File: src/adcshp_pkg.sv
// Shared constants for the converter serial host port, both ends.
package adcshp_pkg;
  localparam int SYS_PERIOD_NS = 10;
  localparam int SCLK_PERIOD_NS = 160;
  localparam int SCLK_HALF_CYC = SCLK_PERIOD_NS / (2 * SYS_PERIOD_NS);
  localparam int CS_GAP_CYC = SCLK_HALF_CYC;
  localparam logic [3:0] ADDR_STATUS = 4'h0;
  localparam logic [3:0] ADDR_MAIN_DATA = 4'h4;
  localparam logic [3:0] ADDR_AUX_DATA = 4'h5;
  localparam int COMM_RD_BIT = 6;
  localparam int COMM_BITS = 8;
  localparam int DATA_MAX_BITS = 24;
  localparam int STATUS_MAIN_BIT = 0;
  localparam int STATUS_AUX_BIT = 1;
  localparam logic [7:0] REG_RESET = 8'h00;
  localparam int CMD_W = 34;
  localparam int CMD_DEPTH = 16;
  localparam logic [4:0] LEN_8 = 5'h08;
  localparam logic [4:0] LEN_16 = 5'h10;
  localparam logic [4:0] LEN_24 = 5'h18;
endpackage

File: src/adcshp_if.sv
// Serial link between the converter port and its host.
`timescale 1ns/100ps
`default_nettype none
interface adcshp_if;
  logic sclk;
  logic csN;
  logic mosi;
  logic misoOut;
  logic misoOeN;
  logic rdyN;
  logic misoLine;
  // The shared data line is pulled up while the device releases it.
  assign misoLine = misoOeN ? 1'b1 : misoOut;
  modport dev (input sclk, input csN, input mosi, output misoOut,
    output misoOeN, output rdyN, input misoLine);
  modport host (output sclk, output csN, output mosi, input misoLine,
    input rdyN);
endinterface
`default_nettype wire

File: src/adcshp_device.sv
// Device end: serial register port with result ready flags.
`timescale 1ns/100ps
`default_nettype none
module adcshp_device (
  input wire logic clk_sys, // system clock
  input wire logic reset_n, // synchronous reset, active low
  adcshp_if.dev link, // serial link
  input wire logic mainValid, // main result strobe
  input wire logic [23:0] mainData, // main result
  input wire logic auxValid, // aux result strobe
  input wire logic [15:0] auxData, // aux result
  output logic wrStrobe, // register written pulse
  output logic [3:0] wrAddr, // written register
  output logic [7:0] wrData, // written value
  output logic mainFlag, // main_result_ready_flag
  output logic auxFlag // aux_result_ready_flag
);
  typedef enum {ADCSHP_COMM, ADCSHP_WR, ADCSHP_RD} adcshp_phase_t;
  adcshp_phase_t phase_r;
  logic [2:0] sclkSync_r, csSync_r, dinSync_r;
  logic sclkLvl_r, csLvl_r;
  logic [4:0] bitCnt_r, len_r;
  logic [7:0] shiftIn_r;
  logic [23:0] shiftOut_r, mainHold_r;
  logic [15:0] auxHold_r;
  logic [3:0] addr_r;
  logic [7:0] regs_r [16];
  logic rise, fall, active, lastBit, rdMain, rdAux;
  logic [7:0] commByte;
  logic [4:0] lenNxt;
  logic [23:0] rdVal;

  always_ff @(posedge clk_sys) begin
    if (!reset_n) begin
      sclkSync_r <= 3'h7;
      csSync_r <= 3'h7;
      dinSync_r <= 3'h7;
    end else begin
      sclkSync_r <= {sclkSync_r[1:0], link.sclk};
      csSync_r <= {csSync_r[1:0], link.csN};
      dinSync_r <= {dinSync_r[1:0], link.mosi};
    end
  end

  // A change counts only once the second and third stages agree.
  always_ff @(posedge clk_sys) begin
    if (!reset_n) begin
      sclkLvl_r <= 1'b1;
      csLvl_r <= 1'b1;
    end else begin
      if (sclkSync_r[1] == sclkSync_r[2])
        sclkLvl_r <= sclkSync_r[2];
      if (csSync_r[1] == csSync_r[2])
        csLvl_r <= csSync_r[2];
    end
  end

  assign active = !csLvl_r;
  assign rise = active && (sclkSync_r[1] == sclkSync_r[2]) &&
    sclkSync_r[2] && !sclkLvl_r;
  assign fall = active && (sclkSync_r[1] == sclkSync_r[2]) &&
    !sclkSync_r[2] && sclkLvl_r;
  assign commByte = {shiftIn_r[6:0], dinSync_r[2]};
  assign lastBit = (bitCnt_r + 5'h01) == len_r;

  always_comb begin
    lenNxt = adcshp_pkg::LEN_8;
    rdVal = {regs_r[commByte[3:0]], 16'h0000};
    case (commByte[3:0])
      adcshp_pkg::ADDR_STATUS: begin
        rdVal = {6'h00, auxFlag, mainFlag, 16'h0000};
      end
      adcshp_pkg::ADDR_MAIN_DATA: begin
        lenNxt = adcshp_pkg::LEN_24;
        rdVal = mainHold_r;
      end
      adcshp_pkg::ADDR_AUX_DATA: begin
        lenNxt = adcshp_pkg::LEN_16;
        rdVal = {auxHold_r, 8'h00};
      end
      default: begin
        lenNxt = adcshp_pkg::LEN_8;
      end
    endcase
  end

  always_ff @(posedge clk_sys) begin
    if (!reset_n || !active) begin
      phase_r <= ADCSHP_COMM;
      bitCnt_r <= 5'h00;
      len_r <= adcshp_pkg::LEN_8;
      addr_r <= 4'h0;
    end else if (rise) begin
      case (phase_r)
        ADCSHP_COMM: begin
          if (bitCnt_r == adcshp_pkg::LEN_8 - 5'h01) begin
            bitCnt_r <= 5'h00;
            addr_r <= commByte[3:0];
            len_r <= commByte[adcshp_pkg::COMM_RD_BIT] ? lenNxt :
              adcshp_pkg::LEN_8;
            phase_r <= commByte[adcshp_pkg::COMM_RD_BIT] ? ADCSHP_RD :
              ADCSHP_WR;
          end else begin
            bitCnt_r <= bitCnt_r + 5'h01;
          end
        end
        default: begin
          if (lastBit) begin
            bitCnt_r <= 5'h00;
            len_r <= adcshp_pkg::LEN_8;
            phase_r <= ADCSHP_COMM;
          end else begin
            bitCnt_r <= bitCnt_r + 5'h01;
          end
        end
      endcase
    end
  end

  always_ff @(posedge clk_sys) begin
    if (!reset_n)
      shiftIn_r <= 8'h00;
    else if (rise && phase_r != ADCSHP_RD)
      shiftIn_r <= commByte;
  end

  always_ff @(posedge clk_sys) begin
    if (!reset_n) begin
      wrStrobe <= 1'b0;
      wrAddr <= 4'h0;
      wrData <= 8'h00;
      for (int i = 0; i < 16; i++)
        regs_r[i] <= adcshp_pkg::REG_RESET;
    end else begin
      wrStrobe <= 1'b0;
      if (rise && phase_r == ADCSHP_WR && lastBit) begin
        wrStrobe <= 1'b1;
        wrAddr <= addr_r;
        wrData <= commByte;
        regs_r[addr_r] <= commByte;
      end
    end
  end

  always_ff @(posedge clk_sys) begin
    if (!reset_n)
      shiftOut_r <= 24'h000000;
    else if (rise && phase_r == ADCSHP_COMM &&
      bitCnt_r == adcshp_pkg::LEN_8 - 5'h01)
      shiftOut_r <= rdVal;
    else if (fall && phase_r == ADCSHP_RD)
      shiftOut_r <= {shiftOut_r[22:0], 1'b0};
  end

  always_ff @(posedge clk_sys) begin
    if (!reset_n || !active) begin
      link.misoOut <= 1'b1;
      link.misoOeN <= 1'b1;
    end else if (fall && phase_r == ADCSHP_RD) begin
      link.misoOut <= shiftOut_r[23];
      link.misoOeN <= 1'b0;
    end else if (phase_r != ADCSHP_RD) begin
      link.misoOut <= 1'b1;
      link.misoOeN <= 1'b1;
    end
  end

  assign rdMain = rise && phase_r == ADCSHP_COMM &&
    bitCnt_r == adcshp_pkg::LEN_8 - 5'h01 &&
    commByte[adcshp_pkg::COMM_RD_BIT] &&
    commByte[3:0] == adcshp_pkg::ADDR_MAIN_DATA;
  assign rdAux = rise && phase_r == ADCSHP_COMM &&
    bitCnt_r == adcshp_pkg::LEN_8 - 5'h01 &&
    commByte[adcshp_pkg::COMM_RD_BIT] &&
    commByte[3:0] == adcshp_pkg::ADDR_AUX_DATA;

  always_ff @(posedge clk_sys) begin
    if (!reset_n) begin
      mainFlag <= 1'b0;
      auxFlag <= 1'b0;
      mainHold_r <= 24'h000000;
      auxHold_r <= 16'h0000;
    end else begin
      if (mainValid) begin
        mainFlag <= 1'b1;
        mainHold_r <= mainData;
      end else if (rdMain) begin
        mainFlag <= 1'b0;
      end
      if (auxValid) begin
        auxFlag <= 1'b1;
        auxHold_r <= auxData;
      end else if (rdAux) begin
        auxFlag <= 1'b0;
      end
    end
  end

  always_ff @(posedge clk_sys) begin
    if (!reset_n)
      link.rdyN <= 1'b1;
    else
      link.rdyN <= !(mainFlag || auxFlag);
  end
endmodule
`default_nettype wire

File: src/flat_wrapper.sv
// flat-port wrapper written by rule: the top's interface ports become plain ports
module adcshp_device_flat 
  (clk_sys, reset_n, mainValid, mainData, auxValid, auxData, wrStrobe, wrAddr, wrData, mainFlag, auxFlag, link_sclk, link_csN, link_mosi, link_misoOut, link_misoOeN, link_rdyN);
  adcshp_if link_i ();
  input wire logic clk_sys;
  input wire logic reset_n;
  input wire logic mainValid;
  input wire logic [23:0] mainData;
  input wire logic auxValid;
  input wire logic [15:0] auxData;
  output logic wrStrobe;
  output logic [3:0] wrAddr;
  output logic [7:0] wrData;
  output logic mainFlag;
  output logic auxFlag;
  input wire logic [$bits(link_i.sclk)-1:0] link_sclk;
  input wire logic [$bits(link_i.csN)-1:0] link_csN;
  input wire logic [$bits(link_i.mosi)-1:0] link_mosi;
  output wire logic [$bits(link_i.misoOut)-1:0] link_misoOut;
  output wire logic [$bits(link_i.misoOeN)-1:0] link_misoOeN;
  output wire logic [$bits(link_i.rdyN)-1:0] link_rdyN;
  assign link_i.sclk = link_sclk;
  assign link_i.csN = link_csN;
  assign link_i.mosi = link_mosi;
  assign link_misoOut = link_i.misoOut;
  assign link_misoOeN = link_i.misoOeN;
  assign link_rdyN = link_i.rdyN;
  adcshp_device u_core (.clk_sys(clk_sys), .reset_n(reset_n), .link(link_i), .mainValid(mainValid), .mainData(mainData), .auxValid(auxValid), .auxData(auxData), .wrStrobe(wrStrobe), .wrAddr(wrAddr), .wrData(wrData), .mainFlag(mainFlag), .auxFlag(auxFlag));
endmodule
File: config.mk
export PLATFORM = sky130hd
export DESIGN_NAME = adcshp_device_flat
export DESIGN_NICKNAME = d
export VERILOG_FILES = /design/src/adcshp_pkg.sv /design/src/adcshp_if.sv /design/src/adcshp_device.sv /design/src/flat_wrapper.sv
export SDC_FILE = /design/constraint.sdc
export NUM_CORES = 1
export LEC_CHECK = 0
export BUFFER_PORTS_ARGS = -buffer_cell sky130_fd_sc_hd__buf_4
export CORE_MARGIN = 2
export CORE_UTILIZATION = 30
export CTS_CLUSTER_DIAMETER = 60
export DETAILED_ROUTE_END_ITERATION = 8
export GPL_TIMING_DRIVEN = 0
export HOLD_SLACK_MARGIN = 0.12
export PLACE_DENSITY = 0.47
export RECOVER_POWER = 50
export SKIP_LAST_GASP = 1
export SYNTH_ARGS = -nofsm -noshare
export SYNTH_HDL_FRONTEND = slang
export SYNTH_SLANG_ARGS = --single-unit
File: constraint.sdc
create_clock -name clk_sys -period 2.9 [get_ports clk_sys]
set_input_delay 0 -clock clk_sys [delete_from_list [all_inputs] [get_ports clk_sys]]
set_output_delay 0 -clock clk_sys [all_outputs]
set_load 0.05 [all_outputs]
==> results of run 1 <==
-- report_power, final --
| group | total, mW | internal [mW] | switching [mW] |
|---|---|---|---|
| combinational | 0.344 | 0.172 | 0.171 |
| sequential | 3.33 | 3.29 | 0.0395 |
| clock | 3.25 | 1.98 | 1.27 |
-- path summary, 6_finish.rpt --
check	startpoint	endpoint	slack [ps]	depth (start not counted)
max	u_core.shiftIn_r[1]	u_core.shiftOut_r[19]	170	6
min	link_sclk	u_core.sclkSync_r[0]	200	3
max reg2reg	u_core.shiftIn_r[1]	u_core.shiftOut_r[19]	170	6
min reg2reg	u_core.csSync_r[0]	u_core.csSync_r[1]	410	1
-- cell families (layout without fill, tap and decap cells) --
group                      after synthesis  in the layout  share of synthesized area
AOI/OAI and AO/OA                      129            129                     0.0825
buffers and inverters                   84            253                     0.0376
DFF                                    217            217                      0.562
muxes                                   88             88                      0.116
adders and majority gates                1              1                    0.00130
and+or+nand+nor                        364            364                      0.197
xor gates and xnor gates                 5              5                    0.00457
-- what timing repair did --
action | in CTS | in global routing
resized for setup | 2 | 9
endpoints found under the hold margin | 55 | 0
hold buffers | 57 | 0
endpoints found under the setup margin | 16 | 46
-- metrics by stage --
stage | util | total power, mW | hold WS [ps] | setup TNS (ps)
after floorplan | - | 3.55 | 101 | 0
after global placement | 0.335 | 3.68 | 182 | -13340
after CTS | 0.382 | 7.00 | 190 | 0
after detailed placement | 0.337 | 3.68 | 187 | -296
after global routing | 0.380 | 7.15 | 219 | 0
final | 0.380 | 6.92 | 204 | 0
-- layout by cell type (no fill, tap or decap), types with 5 or more instances in the layout --
cell type / count
nor2b_1: 12
mux4_2: 16
a31oi_1: 10
a32o_1: 6
nor3_1: 10
a221oi_1: 8
o211ai_1: 6
buf_1: 5
mux2i_1: 49
dfxtp_1: 113
nor2_2: 20
edfxtp_1: 104
nand3_1: 22
o21ai_0: 24
and2_0: 27
nand2b_1: 40
and2_1: 28
a22oi_1: 8
buf_4: 46
nor2_1: 93
inv_1: 9
a21oi_1: 46
clkbuf_1: 87
nand2_1: 77
clkbuf_16: 27
dlygate4sd3_1: 57
o22ai_1: 12
mux2_2: 23
-- cell type report --
cell class / count / area (um^2)
plain buffers: 74 / 315
clock buffers: 38 / 757
clock inverters: 8 / 97.6
fillers: 3130 / 19500
inverters: 10 / 37.5
multi-input cells: 587 / 3870
flip-flops and latches: 217 / 5390
well taps: 402 / 503
repair buffers: 123 / 987
-- flip-flops by register name, summed over array words and instances (netlist names), 4 cells and up --
name and flops:
u_core.auxHold_r 16, u_core.bitCnt_r 5, u_core.wrData 8, u_core.addr_r 4
u_core.shiftIn_r 7, u_core.wrAddr 4, u_core.regs_r 104, u_core.shiftOut_r 24
u_core.mainHold_r 24
-- routing by layer --
layer / vias up / wire (um) / global-route usage
met2: 112 / 12900 / 0.268
met1: 3441 / 13100 / 0.230
met3: 26 / 823 / 0.0183
met5: - / 0 / 0
met4: 0 / 419 / 0.0365
li1: 3450 / - / -
-- tightest hold or removal path, stage by stage --
cell,delay [ps]
dlygate4sd3_1,520
buf_4,90
nand2b_1,80
==> results_dict.tcl, run 1 <==
set metrics [dict create \
    ys.flop_type "dfxtp_1" \
    clock_path_buffers 3 \
    fmax_mhz 366 \
    routed_wl_um 27200 \
    synth_edf_count 104 \
    dr.pass1.iters 5 \
    cts-buffers-inserted 25 \
    rsz0062_at_grt "no" \
    vdd_drop_max_v 0.000420 \
    syn_to_final_growth_pct 24.7 \
    final_nets 1086 \
    cts_tree "built" \
    ys_seq_area_frac 0.562 \
    htree_levels 1 \
    synth_area_leaders "edfxtp_1 33%, dfxtp_1 24%, mux2i_1 5.1%" \
    drc_errors 0 \
    place_inst 1356 \
    syn_inst 888 \
    fp.dieW_um 183 \
    synth_largest_area_cell "edfxtp_1" \
    grt_antenna_before_repair 0 \
    pin_count 65 \
    grt_overflow 0 \
    cts_setup_buffers 0 \
    pre_cts_ws_ps -20.8 \
    cts-root-buf "clkbuf_16" \
    synthTopCellsByCount "113 x dfxtp_1, 104 x edfxtp_1, 93 x nor2_1, 77 x nand2_1, 56 x clkbuf_1" \
    syn-num-nets 936 \
    total_leakage_power_nw 4.28 \
    viasPerCell 4.82 \
    track_usage 0.163 \
    max-slew-margin-rel 0.371 \
    p_per_area_mw_per_mm2 579 \
    crit_arrival_ps 3190 \
    avgSynthCellArea_um2 10.8 \
    finalMaxSlewViolations 0 \
    design_area_mm2 0.0120 \
    path_delay_family "buffers and inverters" \
    critPathLaunchType "flip-flop" \
    row_count 65 \
    endpoint_kind "flip-flop" \
    clock_skew_ps 22.9 \
    synth_top_area_frac 0.326 \
    fin_cells 1459 \
    netlist_area_mm2 0.00959 \
    cp_cell_sequence "clkbuf_1, clkbuf_1, buf_1, a22oi_1, o211ai_1, a32o_1" \
    slowest_stage "clkbuf_1" \
    hold_viol_final 0 \
    synth-seq-cells 217 \
    antennaDiodeCount 0 \
    setup_viol 0 \
    postRouteAntennaNets 0 \
    place_area_mm2 0.0106 \
    dr.first_iter.drc_count 280 \
    yosysMostFrequentCell "dfxtp_1" \
    die_area_mm2 0.0334 \
    slowest_delay_ps 630 \
    crit_required_ps 3360 \
    dp_hpwl_um 18900 \
    via_count 7029 \
    wire_per_inst_um 18.7 \
    core-area_mm2 0.0315 \
    drv_cap 0 \
    path_class "reg2reg" \
    hp-class "in2reg" \
    crit_buf_inv 3 \
    crit_top_cell "clkbuf_1" \
    clk_latency_ps 520 \
    die_h_um 183 \
    clock_sinks 217 \
    port_buffers 62 \
    start_util 0.305 \
    path_clk_slew_ps 60 \
    outcome "finished clean" \
    grt_max_degree 14 \
    tightest_slew_ps 943 \
    async_flop_share 0 \
    grt_pass1_wl_um 41800 \
    crit_path_max_fanout 10 \
    period_minus_slack_ps 2730 \
    grt_pass1_vias 7095 \
    ys.warnings.count 0 \
    fin_ws_ps 169 \
    routabilityCongestion 0.791 \
    fin_crit_sh 0.942 \
    layout-drive-gt1-share 0.156 \
    yosysUniqueCellTypes 52 \
]
Power figures use the tool's default switching activity.
==> run 2, diff against run 1 <==
- ABC_AREA: not set -> 1
- HOLD_SLACK_MARGIN: 0.12 -> not set
==> results_dict.tcl, run 2 <==
set metrics [dict create \
    clock_sinks 217 \
    holdCritStartpoint "auxValid" \
    cts-buffers-inserted 27 \
    synth-seq-cells 217 \
    cts-root-buf "clkbuf_16" \
    vdd_drop_max_v 0.000389 \
    path_clk_slew_ps 60 \
    routabilityCongestion 0.770 \
    crit-reg2reg-capture "u_core.regs_r[2][2]" \
    fp.dieW_um 180 \
    layout-drive-gt1-share 0.111 \
    clock_skew_ps 20.2 \
    p_int_mw 5.47 \
    multi_input_area_mm2 0.00329 \
    synthTopCellsByCount "168 x nor2_1, 160 x nand2_1, 113 x dfxtp_1, 110 x o21ai_0, 104 x edfxtp_1" \
    pre_cts_ws_ps 321 \
    hold_viol_final 0 \
    ys.flop_type "dfxtp_1" \
    clk_latency_ps 540 \
    place_inst 1506 \
    register_area_mm2 0.00539 \
    yosysMostFrequentCell "nor2_1" \
    crit_required_ps 3090 \
    async_flop_share 0 \
    dp_hpwl_um 19700 \
    crit_arrival_ps 2760 \
    avgSynthCellArea_um2 8.88 \
    cp_cell_sequence "ha_1, nand3_1, nand2_1, nand3_1, nand2_1, nand3_2, nor2_4, nand2_4, nor2_8, nand2_1, nand2_1" \
    die_area_mm2 0.0324 \
    sw_frac_of_total 0.220 \
    crit_top_cell "nand2_1" \
    drv_cap 0 \
    ys.warnings.count 0 \
    slowest_stage "nand2_1" \
    core-area_mm2 0.0305 \
    pin_count 65 \
    grt_antenna_before_repair 0 \
    p_total_mw 7.01 \
    hold_path_end "u_core.auxHold_r[13]" \
    synth_largest_area_cell "edfxtp_1" \
    path_class "reg2reg" \
    slowest_delay_ps 390 \
    syn_inst 1046 \
    r2r_cells 11 \
    hp-class "in2reg" \
    hold_depth 4 \
    die_h_um 180 \
    htree_levels 1 \
    endpoint_kind "flip-flop" \
    cts_tree "built" \
    reg2reg_from "u_core.bitCnt_r[0]" \
    p_sw_mw 1.54 \
    clock_power_share 0.472 \
    syn-num-nets 1094 \
    final_cell_mix "170 x nor2_1, 164 x nand2_1, 113 x dfxtp_1, 110 x o21ai_0, 104 x edfxtp_1" \
    total_leakage_power_nw 4.25 \
    routed_wl_um 28000 \
    yosysUniqueCellTypes 35 \
    viasPerCell 4.85 \
    critPathLaunchType "flip-flop" \
    p_per_area_mw_per_mm2 612 \
    final_nets 1235 \
    combPwrFrac 0.048 \
    fin_ws_ps 328 \
    outcome "finished clean" \
    track_usage 0.170 \
    finalCoreUtilization 0.376 \
    antennaDiodeCount 0 \
    largestRegisters "u_core.regs_r: 104 flops, u_core.mainHold_r: 24 flops, u_core.shiftOut_r: 24 flops" \
    synth_top_area_frac 0.336 \
    setup_viol 0 \
    fin_crit_sh 0.887 \
    synth_area_leaders "edfxtp_1 34%, dfxtp_1 24%, nor2_1 6.8%" \
    place_area_mm2 0.0103 \
    netlist_area_mm2 0.00929 \
    tightest_slew_ps 883 \
    sequentialPowerShare 0.479 \
    hold_ws_ps 58.7 \
    fillers 3138 \
    via_count 7754 \
    design_area_mm2 0.0115 \
    crit_path_max_fanout 9 \
    finalMaxSlewViolations 0 \
    grt_max_degree 14 \
    grt_pass1_vias 7418 \
    syn_to_final_growth_pct 23.4 \
    fin_cells 1600 \
    regMostFlops "u_core.regs_r" \
    grt_pass1_wl_um 43000 \
    row_count 64 \
    rsz0062_at_grt "no" \
    period_minus_slack_ps 2570 \
    r2r_setup_slack_ps 330 \
    synth_edf_count 104 \
    start_util 0.305 \
    port_buffers 64 \
    cts_setup_buffers 0 \
    dr.pass1.iters 5 \
    fmax_mhz 389 \
    largest_reg_flops 104 \
    drc_errors 0 \
    grt_overflow 0 \
    clock_path_buffers 3 \
    dr.first_iter.drc_count 433 \
    wire_per_inst_um 17.5 \
    max-slew-margin-rel 0.407 \
    setup_tns_ps 0 \
    ys_seq_area_frac 0.580 \
    postRouteAntennaNets 0 \
    layout_commonest_cell "nor2_1" \
]
## run 2: changes by cell type after synthesis, sizes merged, moves of 22 or more
cell    change
nand2      +90
and2       -55
a21oi      +51
mux2       -23
o21ai      +83
nand2b     -41
nand3      +29
inv        +52
nor2       +66
mux2i      -49
nand4      +22
## run 2: kinds of logic (layout without fill, tap and decap cells)
family,count (synthesis),after routing,share of synthesized area
compound gates,246,246,0.140
xor+xnor,1,1,0.000943
fa+ha+maj,1,1,0.00135
buf+inv,135,293,0.0591
flops,217,217,0.580
simple gates,446,446,0.219
## run 2: worst max-delay path by stage
stage                             startpoint                    to  slack (ps)  cells after the start
final                     u_core.bitCnt_r[0]   u_core.regs_r[2][2]         330                     11
after global routing      u_core.bitCnt_r[0]   u_core.regs_r[7][3]          60                     10
after CTS                 u_core.bitCnt_r[0]   u_core.regs_r[9][1]         290                     10
after detailed placement  u_core.bitCnt_r[0]   u_core.regs_r[9][7]         320                     10
after global placement    u_core.bitCnt_r[0]   u_core.regs_r[9][7]         330                     10
after floorplan           u_core.bitCnt_r[0]  u_core.regs_r[10][0]         840                     11
## run 2: per-layer routing
metal  vias up  track usage  routed length, um
li1       3840            -                  -
met1      3704        0.248              13900
met2       183        0.264              12300
met3        27       0.0284               1420
met4         0       0.0354                354
met5         -            0                  0
## run 2: repair_timing
action	CTS	global route
resized for setup	0	0
endpoints found under the hold margin	50	0
hold buffers	48	0
## run 2: power groups by stage
stage,combinational [mW],sequential (mW),clock (mW)
2_1_floorplan,0.148,3.42,0
3_3_place_gp,0.289,3.42,0
3_5_place_dp,0.289,3.43,0
4_1_cts,0.341,3.36,3.38
5_1_grt,0.372,3.37,3.50
6_report,0.337,3.36,3.31
## run 2: worst max-delay path, delay by kind of cell, from the launching register on
family | cells | cell delay (ps)
and+or+nand+nor | 10 | 1590
DFF | 1 | 380
adders and majority gates | 1 | 250
## run 2: cell type report
cell class | instances | share of cell area
Buffer | 68 | 0.0255
Multi-Input combinational cell | 694 | 0.287
Inverter | 67 | 0.0219
Tap cell | 396 | 0.0432
Clock buffer | 36 | 0.0628
Sequential cell | 217 | 0.470
Clock inverter | 10 | 0.0119
Timing Repair Buffer | 112 | 0.0776
